--- config.mk ---
export PLATFORM = sky130hd
export DESIGN_NAME = rci_cmd_interp
export DESIGN_NICKNAME = d
export VERILOG_FILES = /design/src/verilog/rci_pkg.sv /design/src/verilog/rci_cmd_interp.sv /design/src/verilog/rci_rx_deframe.sv
export SDC_FILE = /design/constraint.sdc
export NUM_CORES = 1
export LEC_CHECK = 0
export ABC_CLOCK_PERIOD_IN_PS = 13000
export BUFFER_PORTS_ARGS = -buffer_cell sky130_fd_sc_hd__clkbuf_2
export CORE_MARGIN = 5
export CORE_UTILIZATION = 35
export DETAILED_ROUTE_END_ITERATION = 12
export PLACE_DENSITY = 0.61
export SLEW_MARGIN = 10
export SYNTH_ARGS = -nofsm -noshare
export SYNTH_HDL_FRONTEND = slang
export SYNTH_SLANG_ARGS = --single-unit
--- constraint.sdc ---
create_clock -name SYS_CLK_IN -period 13 [get_ports SYS_CLK_IN]
set_input_delay 1.3 -clock SYS_CLK_IN [delete_from_list [all_inputs] [get_ports SYS_CLK_IN]]
set_output_delay 1.3 -clock SYS_CLK_IN [all_outputs]
set_load 0.03 [all_outputs]
--- src/verilog/rci_pkg.sv ---
// Shared constants and types of the receiver command interpreter
package rci_pkg;
	localparam logic [7:0] FRAME_START_BYTE = 8'h81;
	localparam logic [7:0] FRAME_END_BYTE = 8'h82;
	localparam logic [7:0] ESCAPE_BYTE = 8'h80;
	localparam logic [7:0] CTRL_MAX = 8'h87;
	localparam logic [7:0] CTRL_LOW_MAX = 8'h07;
	localparam logic [7:0] CODE_MAX = 8'h7F;
	localparam logic [7:0] SELECT_ALL = 8'hFF;
	localparam logic [7:0] CMD_SET = 8'h01;
	localparam logic [7:0] CMD_QUERY = 8'h02;
	localparam logic [7:0] CMD_SYSTEM = 8'h03;
	localparam logic [7:0] ACK_PARSER_CODE = 8'h10;
	localparam logic [7:0] ACK_PARSER_SUBCODE = 8'h00;
	localparam logic [7:0] RST_PLAIN = 8'h01;
	localparam logic [7:0] RST_CLEAR_RAM = 8'h02;
	localparam logic [7:0] RST_BOOTLOADER = 8'h03;
	localparam logic [7:0] RST_CLEAR_EPH = 8'h05;
	localparam logic [7:0] RST_CLEAR_FLASH = 8'h07;
	localparam logic [7:0] RST_SAVE_BBM = 8'h09;
	localparam logic [7:0] STAT_OK = 8'h00;
	localparam logic [7:0] STAT_FAIL = 8'h01;
	localparam logic [7:0] STAT_BAD_CODE = 8'h02;
	localparam logic [7:0] STAT_BAD_LEN = 8'h03;
	// Frame positions counted in M-bytes; deframer counts include the start byte, header and command lengths do not
	localparam logic [7:0] MAX_MBYTES = 8'd134;
	localparam logic [7:0] ESC_MIN_CNT = 8'd3;
	localparam logic [7:0] MIN_FRAME_CNT = 8'd3;
	localparam logic [7:0] HDR_LEN_PLAIN = 8'd3;
	localparam logic [7:0] HDR_LEN_INDEXED = 8'd4;
	localparam logic [7:0] SYS_CMD_LEN = 8'd2;
	localparam logic [3:0] ACK_LAST_IDX = 4'd8;
	localparam logic [3:0] STUFF_FIRST_IDX = 4'd2;
	localparam logic [3:0] STUFF_LAST_IDX = 4'd7;
	localparam logic [17:0] BOOT_BAUD_BPS = 18'd115200;
	localparam logic [17:0] NORMAL_BAUD_BPS = 18'd9600;
	typedef enum logic [2:0] {
		RCI_IDLE,
		RCI_SET_WAIT,
		RCI_QRY_WAIT,
		RCI_ACK_LOAD,
		RCI_ACK_SEND,
		RCI_POST
	} rci_state_t;
endpackage : rci_pkg

--- src/verilog/rci_cmd_interp.sv ---
// Receiver command interpreter: command decode, dispatch and acknowledgment framing
// Contract
// Set, system, failed and multi-report queries get an explicit 0x10 acknowledgment.
// A query answered by exactly one report gets no separate acknowledgment.
// A multi-report query gets its acknowledgment right after the final report.
// A query that cannot be served gets only an acknowledgment, no report.
// Every acknowledgment carries a completion status byte.
// Set command: code 0x01, parser code, subcode 0x00-7F, fixed-length data.
// Indexed set commands carry one index byte before the data.
// A set is answered only by acknowledgment, data never echoed.
// Query: code 0x02, parser code, subcode; 0xFF asks all subcodes.
// Indexed query adds index byte; 0x00-7F one index, 0xFF all.
// Decode reset code 0x03 with subcodes 01, 02, 03, 05, 07, 09.
// Bootloader subcode leaves navigation and sets link to 115.2 kbps even parity.
// In bootloader mode every protocol command is ignored.
// Only configuration and initialization parameters are settable.
// Frames start with 0x81, end with 0x82, checksum just before end.
// Bytes from start to end sum to zero, else the frame is ignored.
// Data or checksum bytes 0x80-0x87 go out as 0x80 plus low seven bits.
// Received escape yields nothing; the next byte is ORed with 0x80.
// Unknown codes get an error acknowledgment and change nothing.
// Resets act only after a valid frame and after the acknowledgment is sent.
`timescale 1ns/10ps
`default_nettype none
module rci_cmd_interp #(
	parameter logic [127:0] SETTABLE_MAP = 128'h0000_0000_0000_0000_0000_0030_0000_0000,
	parameter logic [127:0] INDEXED_MAP = 128'h0000_0000_0000_0000_0000_0000_0000_0000,
	parameter logic [17:0] NORMAL_BAUD = rci_pkg::NORMAL_BAUD_BPS
) (
	input wire logic SYS_CLK_IN,
	input wire logic RST_IN,
	input wire logic [7:0] RX_BYTE_IN,
	input wire logic RX_VALID_IN,
	output logic [7:0] TX_BYTE_OUT,
	output logic TX_VALID_OUT,
	input wire logic TX_READY_IN,
	output logic [7:0] CODE_OUT,
	output logic [7:0] SUB_OUT,
	output logic [7:0] INDEX_OUT,
	output logic INDEXED_OUT,
	output logic SET_WR_OUT,
	output logic [6:0] SET_WADDR_OUT,
	output logic [7:0] SET_WDATA_OUT,
	output logic SET_COMMIT_OUT,
	output logic [7:0] SET_LEN_OUT,
	input wire logic SET_DONE_IN,
	input wire logic SET_OK_IN,
	output logic QUERY_REQ_OUT,
	input wire logic QUERY_DONE_IN,
	input wire logic QUERY_OK_IN,
	input wire logic QUERY_MULTI_IN,
	output logic RESET_REQ_OUT,
	output logic [7:0] RESET_KIND_OUT,
	output logic BOOT_MODE_OUT,
	output logic [17:0] BAUD_RATE_OUT,
	output logic PARITY_EVEN_OUT
);
	rci_pkg::rci_state_t state_ff;
	logic [7:0] rx_mbyte;
	logic rx_mvalid, rx_start, rx_end, rx_ok;
	logic armed_ff, idx_seen_ff, multi_ff, post_ff, post_boot_ff, tx_half_ff;
	logic [7:0] pos_ff, command_class_code_ff, parser_code_ff, parser_subcode_ff, index_ff, status_ff;
	logic [7:0] post_kind_ff;
	logic [3:0] tx_idx_ff;
	logic code_ok, sub_one, sub_all, indexed, settable, idx_ok, sys_sub_ok, frame_go, tx_acc, tx_last_acc;
	logic [7:0] hdr_len, data_cnt, ack_sum, cur_byte, next_byte;
	logic [3:0] next_idx;

	rci_rx_deframe u_deframe (
		.clk_in(SYS_CLK_IN),
		.rst_in(RST_IN),
		.byte_in(RX_BYTE_IN),
		.valid_in(RX_VALID_IN),
		.mbyte_out(rx_mbyte),
		.mvalid_out(rx_mvalid),
		.start_out(rx_start),
		.end_out(rx_end),
		.ok_out(rx_ok)
	);

	function automatic logic [7:0] ack_byte(input logic [3:0] idx, input logic [7:0] cc, input logic [7:0] pc,
		input logic [7:0] ps, input logic [7:0] st, input logic [7:0] cs);
		case (idx)
			4'd0: ack_byte = rci_pkg::FRAME_START_BYTE;
			4'd1: ack_byte = rci_pkg::ACK_PARSER_CODE;
			4'd2: ack_byte = rci_pkg::ACK_PARSER_SUBCODE;
			4'd3: ack_byte = cc;
			4'd4: ack_byte = pc;
			4'd5: ack_byte = ps;
			4'd6: ack_byte = st;
			4'd7: ack_byte = cs;
			default: ack_byte = rci_pkg::FRAME_END_BYTE;
		endcase
	endfunction : ack_byte

	always_comb begin
		code_ok = parser_code_ff <= rci_pkg::CODE_MAX;
		sub_one = parser_subcode_ff <= rci_pkg::CODE_MAX;
		sub_all = parser_subcode_ff == rci_pkg::SELECT_ALL;
		indexed = code_ok && INDEXED_MAP[parser_code_ff[6:0]];
		settable = code_ok && SETTABLE_MAP[parser_code_ff[6:0]];
		idx_ok = !idx_seen_ff || index_ff <= rci_pkg::CODE_MAX || index_ff == rci_pkg::SELECT_ALL;
		hdr_len = indexed ? rci_pkg::HDR_LEN_INDEXED : rci_pkg::HDR_LEN_PLAIN;
		data_cnt = 8'(pos_ff - hdr_len);
		sys_sub_ok = (parser_code_ff == rci_pkg::RST_PLAIN) || (parser_code_ff == rci_pkg::RST_CLEAR_RAM)
			|| (parser_code_ff == rci_pkg::RST_BOOTLOADER) || (parser_code_ff == rci_pkg::RST_CLEAR_EPH)
			|| (parser_code_ff == rci_pkg::RST_CLEAR_FLASH) || (parser_code_ff == rci_pkg::RST_SAVE_BBM);
		frame_go = rx_end && rx_ok && armed_ff && !BOOT_MODE_OUT;
		ack_sum = 8'(8'h00 - rci_pkg::FRAME_START_BYTE - rci_pkg::ACK_PARSER_CODE - rci_pkg::ACK_PARSER_SUBCODE
			- command_class_code_ff - parser_code_ff - parser_subcode_ff - status_ff - rci_pkg::FRAME_END_BYTE);
		next_idx = 4'(tx_idx_ff + 4'd1);
		cur_byte = ack_byte(tx_idx_ff, command_class_code_ff, parser_code_ff, parser_subcode_ff, status_ff, ack_sum);
		next_byte = ack_byte(next_idx, command_class_code_ff, parser_code_ff, parser_subcode_ff, status_ff, ack_sum);
		tx_acc = state_ff == rci_pkg::RCI_ACK_SEND && TX_VALID_OUT && TX_READY_IN;
		tx_last_acc = tx_acc && tx_idx_ff == rci_pkg::ACK_LAST_IDX && !tx_half_ff;
	end

	// Field capture; frames that start while a command is in flight are dropped whole
	always_ff @(posedge SYS_CLK_IN or posedge RST_IN) begin
		if (RST_IN) begin
			armed_ff <= 1'b0;
			pos_ff <= 8'h00;
			command_class_code_ff <= 8'h00;
			parser_code_ff <= 8'h00;
			parser_subcode_ff <= 8'h00;
			index_ff <= 8'h00;
			idx_seen_ff <= 1'b0;
		end else if (rx_start) begin
			armed_ff <= state_ff == rci_pkg::RCI_IDLE;
			pos_ff <= 8'h00;
			parser_code_ff <= 8'h00;
			parser_subcode_ff <= 8'h00;
			index_ff <= 8'h00;
			idx_seen_ff <= 1'b0;
		end else if (rx_end) begin
			armed_ff <= 1'b0;
		end else if (rx_mvalid && armed_ff) begin
			pos_ff <= 8'(pos_ff + 8'd1);
			if (pos_ff == 8'd0) begin
				command_class_code_ff <= rx_mbyte;
			end else if (pos_ff == 8'd1) begin
				parser_code_ff <= rx_mbyte;
			end else if (pos_ff == 8'd2) begin
				parser_subcode_ff <= rx_mbyte;
			end else if (pos_ff == 8'd3 && ((command_class_code_ff == rci_pkg::CMD_SET && indexed)
				|| command_class_code_ff == rci_pkg::CMD_QUERY)) begin
				index_ff <= rx_mbyte;
				idx_seen_ff <= 1'b1;
			end
		end
	end

	// Set data is only staged here; the store applies it on commit
	always_ff @(posedge SYS_CLK_IN or posedge RST_IN) begin
		if (RST_IN) begin
			SET_WR_OUT <= 1'b0;
			SET_WADDR_OUT <= 7'h00;
			SET_WDATA_OUT <= 8'h00;
		end else begin
			SET_WR_OUT <= rx_mvalid && armed_ff && command_class_code_ff == rci_pkg::CMD_SET && pos_ff >= hdr_len
				&& settable && sub_one;
			SET_WADDR_OUT <= data_cnt[6:0];
			SET_WDATA_OUT <= rx_mbyte;
		end
	end

	// Command dispatch and sequencing
	always_ff @(posedge SYS_CLK_IN or posedge RST_IN) begin
		if (RST_IN) begin
			state_ff <= rci_pkg::RCI_IDLE;
			status_ff <= rci_pkg::STAT_OK;
			multi_ff <= 1'b0;
			post_ff <= 1'b0;
			post_boot_ff <= 1'b0;
			post_kind_ff <= 8'h00;
			SET_COMMIT_OUT <= 1'b0;
			SET_LEN_OUT <= 8'h00;
			QUERY_REQ_OUT <= 1'b0;
			RESET_REQ_OUT <= 1'b0;
			RESET_KIND_OUT <= 8'h00;
			BOOT_MODE_OUT <= 1'b0;
			CODE_OUT <= 8'h00;
			SUB_OUT <= 8'h00;
			INDEX_OUT <= 8'h00;
			INDEXED_OUT <= 1'b0;
		end else begin
			SET_COMMIT_OUT <= 1'b0;
			QUERY_REQ_OUT <= 1'b0;
			RESET_REQ_OUT <= 1'b0;
			case (state_ff)
				rci_pkg::RCI_IDLE: begin
					post_ff <= 1'b0;
					if (frame_go) begin
						CODE_OUT <= parser_code_ff;
						SUB_OUT <= parser_subcode_ff;
						INDEX_OUT <= index_ff;
						INDEXED_OUT <= idx_seen_ff;
						state_ff <= rci_pkg::RCI_ACK_LOAD;
						status_ff <= rci_pkg::STAT_BAD_CODE;
						if (command_class_code_ff == rci_pkg::CMD_SET) begin
							if (!sub_one || !settable) begin
								status_ff <= rci_pkg::STAT_BAD_CODE;
							end else if (pos_ff <= hdr_len) begin
								status_ff <= rci_pkg::STAT_BAD_LEN;
							end else begin
								SET_COMMIT_OUT <= 1'b1;
								SET_LEN_OUT <= data_cnt;
								state_ff <= rci_pkg::RCI_SET_WAIT;
							end
						end else if (command_class_code_ff == rci_pkg::CMD_QUERY) begin
							if (pos_ff != rci_pkg::HDR_LEN_PLAIN && pos_ff != rci_pkg::HDR_LEN_INDEXED) begin
								status_ff <= rci_pkg::STAT_BAD_LEN;
							end else if (code_ok && (sub_one || sub_all) && idx_ok) begin
								QUERY_REQ_OUT <= 1'b1;
								multi_ff <= sub_all || (idx_seen_ff && index_ff == rci_pkg::SELECT_ALL);
								state_ff <= rci_pkg::RCI_QRY_WAIT;
							end
						end else if (command_class_code_ff == rci_pkg::CMD_SYSTEM) begin
							if (pos_ff != rci_pkg::SYS_CMD_LEN) begin
								status_ff <= rci_pkg::STAT_BAD_LEN;
							end else if (sys_sub_ok) begin
								status_ff <= rci_pkg::STAT_OK;
								post_ff <= 1'b1;
								post_boot_ff <= parser_code_ff == rci_pkg::RST_BOOTLOADER;
								post_kind_ff <= parser_code_ff;
							end
						end
					end
				end
				rci_pkg::RCI_SET_WAIT: begin
					if (SET_DONE_IN) begin
						status_ff <= SET_OK_IN ? rci_pkg::STAT_OK : rci_pkg::STAT_FAIL;
						state_ff <= rci_pkg::RCI_ACK_LOAD;
					end
				end
				rci_pkg::RCI_QRY_WAIT: begin
					if (QUERY_DONE_IN) begin
						status_ff <= QUERY_OK_IN ? rci_pkg::STAT_OK : rci_pkg::STAT_FAIL;
						if (QUERY_OK_IN && !multi_ff && !QUERY_MULTI_IN) begin
							state_ff <= rci_pkg::RCI_IDLE;
						end else begin
							state_ff <= rci_pkg::RCI_ACK_LOAD;
						end
					end
				end
				rci_pkg::RCI_ACK_LOAD: begin
					state_ff <= rci_pkg::RCI_ACK_SEND;
				end
				rci_pkg::RCI_ACK_SEND: begin
					if (tx_last_acc) begin
						state_ff <= post_ff ? rci_pkg::RCI_POST : rci_pkg::RCI_IDLE;
					end
				end
				rci_pkg::RCI_POST: begin
					// Reached only after the acknowledgment has fully left
					if (post_boot_ff) begin
						BOOT_MODE_OUT <= 1'b1;
					end else begin
						RESET_REQ_OUT <= 1'b1;
						RESET_KIND_OUT <= post_kind_ff;
					end
					state_ff <= rci_pkg::RCI_IDLE;
				end
				default: state_ff <= rci_pkg::RCI_IDLE;
			endcase
		end
	end

	// Serial settings follow the mode; bootloader mode is left only by reset
	always_ff @(posedge SYS_CLK_IN or posedge RST_IN) begin
		if (RST_IN) begin
			BAUD_RATE_OUT <= NORMAL_BAUD;
			PARITY_EVEN_OUT <= 1'b0;
		end else begin
			BAUD_RATE_OUT <= BOOT_MODE_OUT ? rci_pkg::BOOT_BAUD_BPS : NORMAL_BAUD;
			PARITY_EVEN_OUT <= BOOT_MODE_OUT;
		end
	end

	// Acknowledgment transmitter with escape stuffing
	always_ff @(posedge SYS_CLK_IN or posedge RST_IN) begin
		if (RST_IN) begin
			tx_idx_ff <= 4'd0;
			tx_half_ff <= 1'b0;
			TX_BYTE_OUT <= 8'h00;
			TX_VALID_OUT <= 1'b0;
		end else if (state_ff == rci_pkg::RCI_ACK_LOAD) begin
			tx_idx_ff <= 4'd0;
			tx_half_ff <= 1'b0;
			TX_BYTE_OUT <= rci_pkg::FRAME_START_BYTE;
			TX_VALID_OUT <= 1'b1;
		end else if (tx_acc) begin
			if (tx_half_ff) begin
				TX_BYTE_OUT <= cur_byte & rci_pkg::CODE_MAX;
				tx_half_ff <= 1'b0;
			end else if (tx_idx_ff == rci_pkg::ACK_LAST_IDX) begin
				TX_VALID_OUT <= 1'b0;
			end else begin
				tx_idx_ff <= next_idx;
				if (next_idx >= rci_pkg::STUFF_FIRST_IDX && next_idx <= rci_pkg::STUFF_LAST_IDX
					&& next_byte >= rci_pkg::ESCAPE_BYTE && next_byte <= rci_pkg::CTRL_MAX) begin
					TX_BYTE_OUT <= rci_pkg::ESCAPE_BYTE;
					tx_half_ff <= 1'b1;
				end else begin
					TX_BYTE_OUT <= next_byte;
				end
			end
		end
	end
endmodule : rci_cmd_interp
`default_nettype wire

--- src/verilog/rci_rx_deframe.sv ---
// Receive deframer: start/end detection, unstuffing, checksum and length checks
`timescale 1ns/10ps
`default_nettype none
module rci_rx_deframe (
	input wire logic clk_in,
	input wire logic rst_in,
	input wire logic [7:0] byte_in,
	input wire logic valid_in,
	output logic [7:0] mbyte_out,
	output logic mvalid_out,
	output logic start_out,
	output logic end_out,
	output logic ok_out
);
	logic in_frame_ff, esc_ff, pend_vld_ff;
	logic [7:0] sum_ff, cnt_ff, pend_ff;
	logic is_start, is_end, is_esc, is_ctrl, plain, abort, sum_good;
	logic [7:0] mbyte;

	always_comb begin
		is_start = byte_in == rci_pkg::FRAME_START_BYTE;
		is_end = byte_in == rci_pkg::FRAME_END_BYTE;
		is_esc = byte_in == rci_pkg::ESCAPE_BYTE;
		is_ctrl = (byte_in > rci_pkg::FRAME_END_BYTE) && (byte_in <= rci_pkg::CTRL_MAX);
		plain = !is_start && !is_end && !is_esc && !is_ctrl;
		mbyte = esc_ff ? (byte_in | rci_pkg::ESCAPE_BYTE) : byte_in;
		sum_good = 8'(sum_ff + rci_pkg::FRAME_END_BYTE) == 8'h00;
		abort = valid_in && in_frame_ff && ((is_esc && (esc_ff || cnt_ff < rci_pkg::ESC_MIN_CNT)) || is_ctrl
			|| (plain && ((esc_ff && byte_in > rci_pkg::CTRL_LOW_MAX) || cnt_ff >= 8'(rci_pkg::MAX_MBYTES - 8'd1))));
	end

	always_ff @(posedge clk_in or posedge rst_in) begin
		if (rst_in) begin
			in_frame_ff <= 1'b0;
			esc_ff <= 1'b0;
			sum_ff <= 8'h00;
			cnt_ff <= 8'h00;
			pend_ff <= 8'h00;
			pend_vld_ff <= 1'b0;
			mbyte_out <= 8'h00;
			mvalid_out <= 1'b0;
			start_out <= 1'b0;
			end_out <= 1'b0;
			ok_out <= 1'b0;
		end else begin
			mvalid_out <= 1'b0;
			start_out <= 1'b0;
			end_out <= 1'b0;
			if (valid_in && is_start) begin
				// A second start closes the open frame as failed
				end_out <= in_frame_ff;
				ok_out <= 1'b0;
				in_frame_ff <= 1'b1;
				esc_ff <= 1'b0;
				sum_ff <= rci_pkg::FRAME_START_BYTE;
				cnt_ff <= 8'd1;
				pend_vld_ff <= 1'b0;
				start_out <= 1'b1;
			end else if (abort) begin
				in_frame_ff <= 1'b0;
				end_out <= 1'b1;
				ok_out <= 1'b0;
			end else if (valid_in && in_frame_ff && is_end) begin
				in_frame_ff <= 1'b0;
				end_out <= 1'b1;
				ok_out <= sum_good && !esc_ff && pend_vld_ff && cnt_ff >= rci_pkg::MIN_FRAME_CNT;
			end else if (valid_in && in_frame_ff && is_esc) begin
				esc_ff <= 1'b1;
			end else if (valid_in && in_frame_ff) begin
				// The newest byte is held back: at the end byte it is the checksum
				sum_ff <= 8'(sum_ff + mbyte);
				cnt_ff <= 8'(cnt_ff + 8'd1);
				esc_ff <= 1'b0;
				pend_ff <= mbyte;
				pend_vld_ff <= 1'b1;
				mvalid_out <= pend_vld_ff;
				mbyte_out <= pend_ff;
			end
		end
	end
endmodule : rci_rx_deframe
`default_nettype wire
======== Yosys cells after proc, flatten, opt, wreduce, memory -nomap -nowiden ========
Memories as Yosys holds them, arrays and structs flattened.
Index checks and enable logic that the tools add are counted.
operators by class
  multiplexer cells ....................... 136
  magnitude comparators ................... 16
  bitwise logic cells ..................... 13
  equal/unequal tests ..................... 54
  add/sub/neg operators ................... 11
  reductions and logical operators ........ 102
operators with widths
  operator                                                                 count
  8-bit two-way mux                                                        42
  1-bit two-way mux                                                        72
  8-bit case mux with 8 select lines                                       1
  7-bit case mux with 8 select lines                                       1
  8-bit by 2-bit equality test with 1-bit output, second input constant    6
  8-bit equality test, second input constant                               5
  1-bit logical AND                                                        40
  4-bit by 3-bit equality test with 1-bit output, second input constant    8
  8-bit by 1-bit equality test with 1-bit output, second input constant    3
  8-bit by 7-bit <= comparator with 1-bit output, second input constant    3
  8-bit case mux with 3 select lines                                       1
  8-bit subtractor                                                         3
  3-bit two-way mux                                                        7
  4-bit AND reduction                                                      5
  17-bit two-way mux                                                       1
  8-bit by 1-bit adder with 8-bit output, second input constant            2
  4-bit by 2-bit equality test with 1-bit output, second input constant    4
  8-bit by 3-bit equality test with 1-bit output, second input constant    2
  8-bit >= comparator, second input constant                               2
  8-bit <= comparator, second input constant                               2
  8-bit zero test                                                          2
  4-bit two-way mux                                                        4
  8-bit by 2-bit inequality test with 1-bit output, second input constant  2
  2-bit nonzero test                                                       8
  38 further kinds                                                         106
word-level totals
  input bits .............................. 17
  register bits ........................... 196
  memories kept ........................... 2
  memory bits (read-only) ................. 256
memories
  memory           depth  bits a word  rd ports  clocked after Yosys merged registers in  write ports  RTL line               source
  (no name shown)  128    1            1         0                                        0            rci_cmd_interp.sv:101  settable = code_ok && SETTABLE_MAP[parser_code_ff[6:0]];
  (no name shown)  128    1            1         0                                        0            rci_cmd_interp.sv:100  indexed = code_ok && INDEXED_MAP[parser_code_ff[6:0]];

======== Depth between registers and ports, before layout ========
Gate-level depths: netlist of run 1.
  depth in word-level cells ............... 14
  gate-level depth with buffers ........... 14
  depth with buffers taken out ............ 14

======== Hierarchy ========
From an unflattened synthesis of run 1, not the netlist that was laid out.
unflattened totals
  cell total of the unflattened synthesis .. 943
  area, all modules ....................... 9223.8 um^2
by module, submodules not included
  module          cells an instance  area an instance (um^2)  seq. area each (um^2)  instances
  rci_cmd_interp  725                7179.4                   3379.5                 1
  rci_rx_deframe  218                2044.5                   975.9                  1

======== Worst setup path before layout of run 1 ========
Ideal clock, no wire load.
  kind .................................... reg-to-reg
  start point ............................. register parser_code_ff[1]
  end point ............................... register TX_BYTE_OUT[0]
  buffers on the path ..................... 0
  arrival time ............................ 3.817 ns
  clock period less this slack ............ 3.962 ns
  data required time ...................... 12.855 ns
  stages on the path, launching flop included .. 14
  setup slack ............................. 9.038 ns
  cells stage by stage .................... dfrtp_1 > fa_1 > fa_1 > inv_1 > ha_1 > ha_1 > fa_1 > a211oi_1 > o21ba_2 > o21ai_0 > a221oi_1 > nand4_1 > nor3_1 > a31oi_1
between the ends
  word-level cells in the longest chain between the ends .. 13
  elaborated cells on any way between the ends .. 14
RTL lines
  element                               RTL line               source
  start, declared                       rci_cmd_interp.sv:62   logic [7:0] pos_ff, command_class_code_ff, parser_code_ff, parser_subcode_ff, index_ff, status_ff;
  start signal, assigned                rci_cmd_interp.sv:142  parser_code_ff <= rx_mbyte;
  8-bit subtractor (4 in a row)         rci_cmd_interp.sv:110  - command_class_code_ff - parser_code_ff - parser_subcode_ff - status_ff - rci_pkg::FRAME_END_BYTE);
  8-bit case mux with 8 select lines *  rci_cmd_interp.sv:83   case (idx)
  8-bit >= comparator                   rci_cmd_interp.sv:301  && next_byte >= rci_pkg::ESCAPE_BYTE && next_byte <= rci_pkg::CTRL_MAX) begin
  1-bit logical AND                     rci_cmd_interp.sv:301
  1-bit logical AND *                   rci_cmd_interp.sv:301
  8-bit two-way mux *                   rci_cmd_interp.sv:300  if (next_idx >= rci_pkg::STUFF_FIRST_IDX && next_idx <= rci_pkg::STUFF_LAST_IDX
  8-bit two-way mux *                   rci_cmd_interp.sv:296  end else if (tx_idx_ff == rci_pkg::ACK_LAST_IDX) begin
  8-bit two-way mux *                   rci_cmd_interp.sv:293  if (tx_half_ff) begin
  8-bit two-way mux *                   rci_cmd_interp.sv:292  end else if (tx_acc) begin
  8-bit two-way mux *                   rci_cmd_interp.sv:287  end else if (state_ff == rci_pkg::RCI_ACK_LOAD) begin
  end signal, assigned                  rci_cmd_interp.sv:290  TX_BYTE_OUT <= rci_pkg::FRAME_START_BYTE;
  end signal, assigned                  rci_cmd_interp.sv:294  TX_BYTE_OUT <= cur_byte & rci_pkg::CODE_MAX;
  end signal, assigned                  rci_cmd_interp.sv:302  TX_BYTE_OUT <= rci_pkg::ESCAPE_BYTE;
  end, declared                         rci_cmd_interp.sv:34   output logic [7:0] TX_BYTE_OUT,
Every way passes the cells marked *; elsewhere a longest branch is shown, timed or not. The select of a mux whose other input is x is not followed.
A chain may end at the register's enable or synchronous reset.

======== Final worst setup path of run 1 ========
  start point ............................. register command_class_code_ff[1]
  end point ............................... register TX_BYTE_OUT[0]
between the ends
  word-level cells in the longest chain between the ends .. 14
  elaborated cells on any way between the ends .. 15
RTL lines
  element                                      RTL line               source
  start, declared                              rci_cmd_interp.sv:62
  start signal, assigned                       rci_cmd_interp.sv:140  command_class_code_ff <= rx_mbyte;
  7-bit by 8-bit subtractor with 8-bit output  rci_cmd_interp.sv:110
  8-bit subtractor (4 in a row)                rci_cmd_interp.sv:110
  8-bit case mux with 8 select lines *         rci_cmd_interp.sv:83
  8-bit >= comparator                          rci_cmd_interp.sv:301
  1-bit logical AND                            rci_cmd_interp.sv:301
  1-bit logical AND *                          rci_cmd_interp.sv:301
  8-bit two-way mux *                          rci_cmd_interp.sv:300
  8-bit two-way mux *                          rci_cmd_interp.sv:296
  8-bit two-way mux *                          rci_cmd_interp.sv:293
  8-bit two-way mux *                          rci_cmd_interp.sv:292
  8-bit two-way mux *                          rci_cmd_interp.sv:287
Marks and branches as above.

==> results of run 1 <==
## routing by layer
metal	global-route usage [%]	routed length, um	up-vias
li1	-	-	3171
met1	21.8	10300	3292
met2	27.4	11600	171
met3	3.70	1240	21
met4	4.24	298	0
met5	0	0	-
## layout make-up
type,count,area (um^2)
timing repair buffer,102,528
tap,335,419
inverter,45,174
clock buffer,19,453
sequential,174,4360
fill,2548,15400
clock inverter,13,141
multi-input combinational,598,4300
## cell usage in the layout, fill, tap and decap left out, types with 5 or more instances in the layout
cell         n
ha_1        42
xnor2_1     18
xor2_1      16
inv_6        5
conb_1      10
a22oi_1      9
a211oi_1     7
a222oi_1     6
buf_4        7
or3_1        7
nand2_1     85
a21oi_1     37
nand3_1     16
nor3b_1      6
nand2b_1    13
inv_1       44
nor2_1      60
clkbuf_16   17
a31oi_1     10
mux2i_1     11
dfrtp_1    173
o21ai_0     55
a21o_1       5
clkbuf_2    95
nor3_1      11
nand4_1     13
fa_1         9
mux2_2      59
## power by group
part,total (W),switching [W],internal [W]
logic,0.000432,0.000275,0.000157
clock network,0.000512,0.000246,0.000267
registers,0.000676,0.0000774,0.000598
total,0.00162,0.000598,0.00102
## final timing paths
| check | from | endpoint | slack, ns | depth (start not counted) |
|---|---|---|---|---|
| worst max-delay path | command_class_code_ff[1]$_DFFE_PP0P_ | TX_BYTE_OUT[0]$_DFFE_PP0P_ | 8.48 | 13 |
| worst min-delay path | TX_BYTE_OUT[3]$_DFFE_PP0P_ | TX_BYTE_OUT[3]$_DFFE_PP0P_ | 0.48 | 2 |
| worst max register to register | command_class_code_ff[1]$_DFFE_PP0P_ | TX_BYTE_OUT[0]$_DFFE_PP0P_ | 8.48 | 13 |
| worst min register to register | TX_BYTE_OUT[3]$_DFFE_PP0P_ | TX_BYTE_OUT[3]$_DFFE_PP0P_ | 0.48 | 2 |
| max in group asynchronous | RST_IN | SUB_OUT[5]$_DFFE_PP0P_ | 10.41 | 3 |
| min in group asynchronous | RST_IN | SET_WADDR_OUT[5]$_DFF_PP0_ | 1.01 | 2 |
## cells by family after synthesis
| family | synth area share [%] |
|---|---|
| AO/OA/AOI/OAI | 12.1 |
| XOR/XNOR | 3.28 |
| adder cells (fa/ha/maj) | 7.78 |
| buffers and inverters | 5.18 |
| flip-flops | 48.0 |
| multiplexers | 8.70 |
| other | 0.0413 |
| AND/OR/NAND/NOR | 14.9 |
## per-stage QoR
step / cells / worst slack [ns]
6_report: 1286 / 8.48
5_1_grt: 1286 / 8.31
4_1_cts: 1286 / 8.58
3_5_place_dp: 1254 / 8.60
3_3_place_gp: 1254 / 8.73
2_1_floorplan: 871 / 6.98
## sequential cells by signal, indices dropped and copies added, names as in the netlist, 2 cells and up
name	flops
tx_idx_ff	4
state_ff	3
TX_BYTE_OUT	8
BAUD_RATE_OUT	2
SUB_OUT	8
u_deframe.cnt_ff	8
status_ff	2
u_deframe.pend_ff	8
CODE_OUT	8
SET_WADDR_OUT	7
parser_subcode_ff	8
u_deframe.sum_ff	8
pos_ff	8
SET_WDATA_OUT	8
parser_code_ff	8
SET_LEN_OUT	8
index_ff	8
INDEX_OUT	8
RESET_KIND_OUT	8
command_class_code_ff	8
post_kind_ff	8
u_deframe.mbyte_out	8
## worst min-delay path: cells and delay by family, from the launching register on
kind	cells	cell delay, ns
flops	1	0.34
compound gates	1	0.06
simple gates	1	0.05
==> metrics.cfg, run 1 <==
[cells_and_area]
finalNetCount=1006
syn2layout_area_growth_pct=14.2
fin_util_pct=40.2
drive_gt1_share_pct=22.8
diodes=0
design_area_um2=10400

[logic_synthesis]
ys.flop_type=dfrtp_1
synthTopCellsByArea=dfrtp_1 48%, mux2_2 7.3%, ha_1 5.8%
ys_warn_count=0
synth_top_area_share_pct=47.7
synth_area_um2=9070
yosysTopAreaCell=dfrtp_1
synth-edff-count=0
yosysSeqAreaShare_pct=48.0
ys_types=76
synthTopCellsByCount=173 x dfrtp_1, 85 x nand2_1, 60 x nor2_1, 59 x mux2_2, 55 x o21ai_0
synth_most_common_cell=dfrtp_1
async_reset_ff_share_pct=100
synth_cells=862
ys_ff_latch=174
syn_area_per_cell_um2=10.5

[placement]
post_dp_cell_area_um2=9770
portBuffers=95
post-dp-hpwl_mm=17.1
routabilityCongestion=0.904

[clock_network]
clock-sinks=174
clk_path_buf_depth=2
post_cts_resize_count=0
cts_made_buffers=17
cts_setup_buffers=0
insertion_delay_ns=0.43
h-tree-depth=4
postCtsHoldBufs=0
path_clk_slew_ns=0.07
cts_root_buf=clkbuf_16
cts_tree=built

[sta]
slew_headroom_pct=30.5
setup_viol=0
worst_slew_pin_slew_ns=1.03
slew_viol_final=0
tns_ns=0
max_clock_freq_mhz=221
whs_ns=0.482
fin_crit_ns=4.52
period_share_pct=34.7
fin_skew_ns=0.0134
hold_viol=0
rsz0062_at_grt=no

[critical_path]
crit_path_end_kind=flip-flop
cp_top_family=adder cells
critPathLaunchType=flip-flop
critPathSlowestCell=fa_1
crit_arrival_ns=4.80
cp_max_fo=7
critPathKind=flip-flop to flip-flop
required_ns=13.28
slowest_delay_ns=0.53
path_cells=fa_1, fa_1, inv_1, ha_1, ha_1, fa_1, a211oi_1, o21ba_2, o21ai_0, a221oi_1, nand4_1, nor3_1, a31oi_1
crit_buf_inv=1
crit_top_cell=fa_1

[die]
die_w_um=171
io_pins=106
core_area_um2=25800
dieArea_um2=29200
start_util_pct=35.2
row_count=59
die_h_um=171

[hold_path]
hold_class=flip-flop to flip-flop

[grt]
grt_pass1_wl_mm=37.6
grt_max_degree=97
overflow=0
grt_pass1_vias=6685
track_usage_pct=16.4
antenna_found_initial=0

[pwr]
ir_drop_mv=0.0914
total_power_w=0.00162
power.leakage_nw=4.98
cellPowerDensity_nw_per_um2=156

[routing]
drt_iter0_markers=498
avgRoutedWirePerCell_um=18.3
ant_nets=0
routed-via-count=6655
wirelength_mm=23.5
drc=0
avgViaCountPerCell=5.17
firstDrtPassIters=5

[outcome]
status=finished clean

[run]
maxCapViolCount=0

No activity file was read; power rests on OpenSTA's default activity.
==> inputs of run 2 (changes only) <==
Settings changed: ABC_CLOCK_PERIOD_IN_PS 13000 to 4170.
Clock period 13 ns to 4.17 ns, I/O delays scaled along.
==> run 2 against run 1 <==
  * Utilization up 0.80 points
  * Final cell count rose by 1.6%
  * Cell area increased by 2.0%
  * First-iteration DRC count is 7.4% higher
  * Sequential power grew to 3.1 times the previous value
  * Fmax increased by 14%
  * Total power grew to 3.2 times the previous value
  * Worst setup slack lost 8.3 ns
  * Clock-buffer cell count decreased by 2
  * Largest cell class unchanged
==> metrics.cfg, run 2 (synthesized netlist as in run 1, its figures left out) <==
[outcome]
status=finished clean  ; unchanged

[placement]
portBuffers=95  ; unchanged
post-dp-hpwl_mm=16.9  ; was 17.1 mm
place_inst=1274  ; was 1254
routabilityCongestion=0.912  ; was 0.904

[routing]
routed-via-count=6737  ; was 6655
avgRoutedWirePerCell_um=18.0  ; was 18.3 um
avgViaCountPerCell=5.16  ; was 5.17
drt_iter0_markers=535  ; was 498
wirelength_mm=23.5  ; unchanged
drc=0  ; unchanged
firstDrtPassIters=6  ; was 5
ant_nets=0  ; unchanged

[pwr]
p_int_w=0.00329  ; was 0.00102 W
comb_power_share_pct=26.7  ; was 26.6%
swShare_pct=35.7  ; was 36.9%
p_sw_w=0.00183  ; was 0.000598 W
cellPowerDensity_nw_per_um2=485  ; was 156 nW/um^2
p_seq_share_pct=41.0  ; was 41.7%
power.leakage_nw=5.11  ; was 4.98 nW
power_frac_clock_pct=32.3  ; was 31.6%
ir_drop_mv=0.367  ; was 0.0914 mV
total_power_w=0.00512  ; was 0.00162 W

[die]
die_h_um=171  ; unchanged
die_w_um=171  ; unchanged
core_area_um2=25800  ; unchanged
io_pins=106  ; unchanged
dieArea_um2=29200  ; unchanged
start_util_pct=35.2  ; unchanged
row_count=59  ; unchanged

[clock_network]
cts_tree=built  ; unchanged
path_clk_slew_ns=0.07  ; about the same
cts_setup_buffers=0  ; unchanged
cts_made_buffers=17  ; unchanged
h-tree-depth=4  ; unchanged
clk_path_buf_depth=2  ; unchanged
clock-sinks=174  ; unchanged
cts_root_buf=clkbuf_16  ; unchanged
insertion_delay_ns=0.43  ; about the same

[cells_and_area]
fin_cells=1306  ; was 1286
syn2layout_area_growth_pct=16.5  ; was 14.2%
mostFrequentLayoutCells=173 x dfrtp_1, 95 x clkbuf_2, 85 x nand2_1  ; unchanged
fin_util_pct=41.0  ; was 40.2%
final_common_cell=dfrtp_1  ; unchanged
finalNetCount=1026  ; was 1006
diodes=0  ; unchanged
drive_gt1_share_pct=25.0  ; was 22.8%

[grt]
antenna_found_initial=0  ; unchanged
track_usage_pct=16.4  ; about the same
grt_pass1_vias=6712  ; was 6685
overflow=0  ; unchanged
grt_pass1_wl_mm=37.8  ; was 37.6 mm
grt_max_degree=175  ; was 97

[critical_path]
critPathKind=flip-flop to flip-flop  ; unchanged
rrSetupSlack_ns=0.22  ; was 8.48 ns
cp_max_fo=4  ; was 7
crit_path_end_kind=flip-flop  ; unchanged
critPathLaunchType=flip-flop  ; unchanged
required_ns=4.46  ; was 13.28 ns
crit_arrival_ns=4.24  ; was 4.80 ns

[sta]
fin_skew_ns=0.0186  ; was 0.0134 ns
hold_viol=0  ; unchanged
rsz0062_at_grt=no  ; unchanged
tns_ns=0  ; unchanged
setup_viol=0  ; unchanged
fin_crit_ns=3.95  ; was 4.52 ns
whs_ns=0.218  ; was 0.482 ns
period_share_pct=94.8  ; was 34.7%
slew_viol_final=0  ; unchanged
slew_headroom_pct=32.8  ; was 30.5%
max_clock_freq_mhz=253  ; was 221 MHz
worst_slew_pin_slew_ns=0.994  ; was 1.03 ns

[run]
maxCapViolCount=0  ; unchanged

[hold_path]
hold_class=input pin to asynchronous set/reset pin  ; was flip-flop to flip-flop

[run 2: changes by cell type in the layout (fill, tap and decap cells not counted), moves of 2 or more]
cell	delta
buf_4	+19
bufinv_16	+2
clkbuf_8	-2
clkinv_2	+2
inv_6	-2
[run 2: timing repair]
action,in CTS,in global routing
hold buffers,0,0
resized for setup,0,5
setup endpoints to repair,0,4
[run 2: worst max-delay path, stage by stage (launching register included)]
cell and delay (ns):
dfrtp_1 0.40, fa_1 0.51, fa_1 0.51, inv_1 0.04, ha_1 0.28, ha_1 0.22
fa_2 0.36, a211oi_1 0.23, buf_4 0.16, o21ba_2 0.14, o21ai_0 0.13, a221oi_2 0.29
nand4_1 0.19, nor3_2 0.14, buf_4 0.14, a31oi_1 0.08
[run 2: metal layers]
layer  share of wire (%)  GRT usage, %
met1                  45          22.5
met2                  48          26.4
met3                 6.1          4.48
met4                0.85          3.48
met5                   0             0
[run 2: power by group through the flow]
| stage | combinational, W | clock, W | sequential [W] |
|---|---|---|---|
| floorplan | 0.000950 | 0 | 0.00211 |
| global placement | 0.00132 | 0 | 0.00213 |
| detailed placement | 0.00133 | 0 | 0.00213 |
| CTS | 0.00134 | 0.00170 | 0.00210 |
| global route | 0.00151 | 0.00177 | 0.00213 |
| finish | 0.00137 | 0.00166 | 0.00210 |
[run 2: area by class of cell]
cell class	instances	area (um^2)
Timing Repair Buffer	122	691
Clock inverter	15	184
Inverter	45	173
Fill cell	2523	15200
Tap cell	335	419
Clock buffer	17	425
Sequential cell	174	4360
Multi-Input combinational cell	598	4320
[run 2: final timing paths]
kind                                             startpoint                                to  cells after the start
min                                                  RST_IN        SET_LEN_OUT[2]$_DFFE_PP0P_                      3
min in group SYS_CLK_IN                       RX_BYTE_IN[5]  u_deframe.pend_ff[5]$_DFFE_PP0P_                      2
min reg2reg                u_deframe.pend_ff[1]$_DFFE_PP0P_  u_deframe.pend_ff[1]$_DFFE_PP0P_                      2
max reg2reg                parser_subcode_ff[1]$_DFFE_PP0P_        TX_BYTE_OUT[0]$_DFFE_PP0P_                     15
max                        parser_subcode_ff[1]$_DFFE_PP0P_        TX_BYTE_OUT[0]$_DFFE_PP0P_                     15
max in group asynchronous                            RST_IN           index_ff[6]$_DFFE_PP0P_                      3
[run 2: through the flow]
stage / cell area, um^2 / setup slack (ns)
finish: 10600 / 0.219
detailed placement: 9930 / 0.0789
CTS: 10500 / 0.0579
global route: 10600 / 0.0105
floorplan: 9110 / 0.208
global placement: 9930 / 0.0836
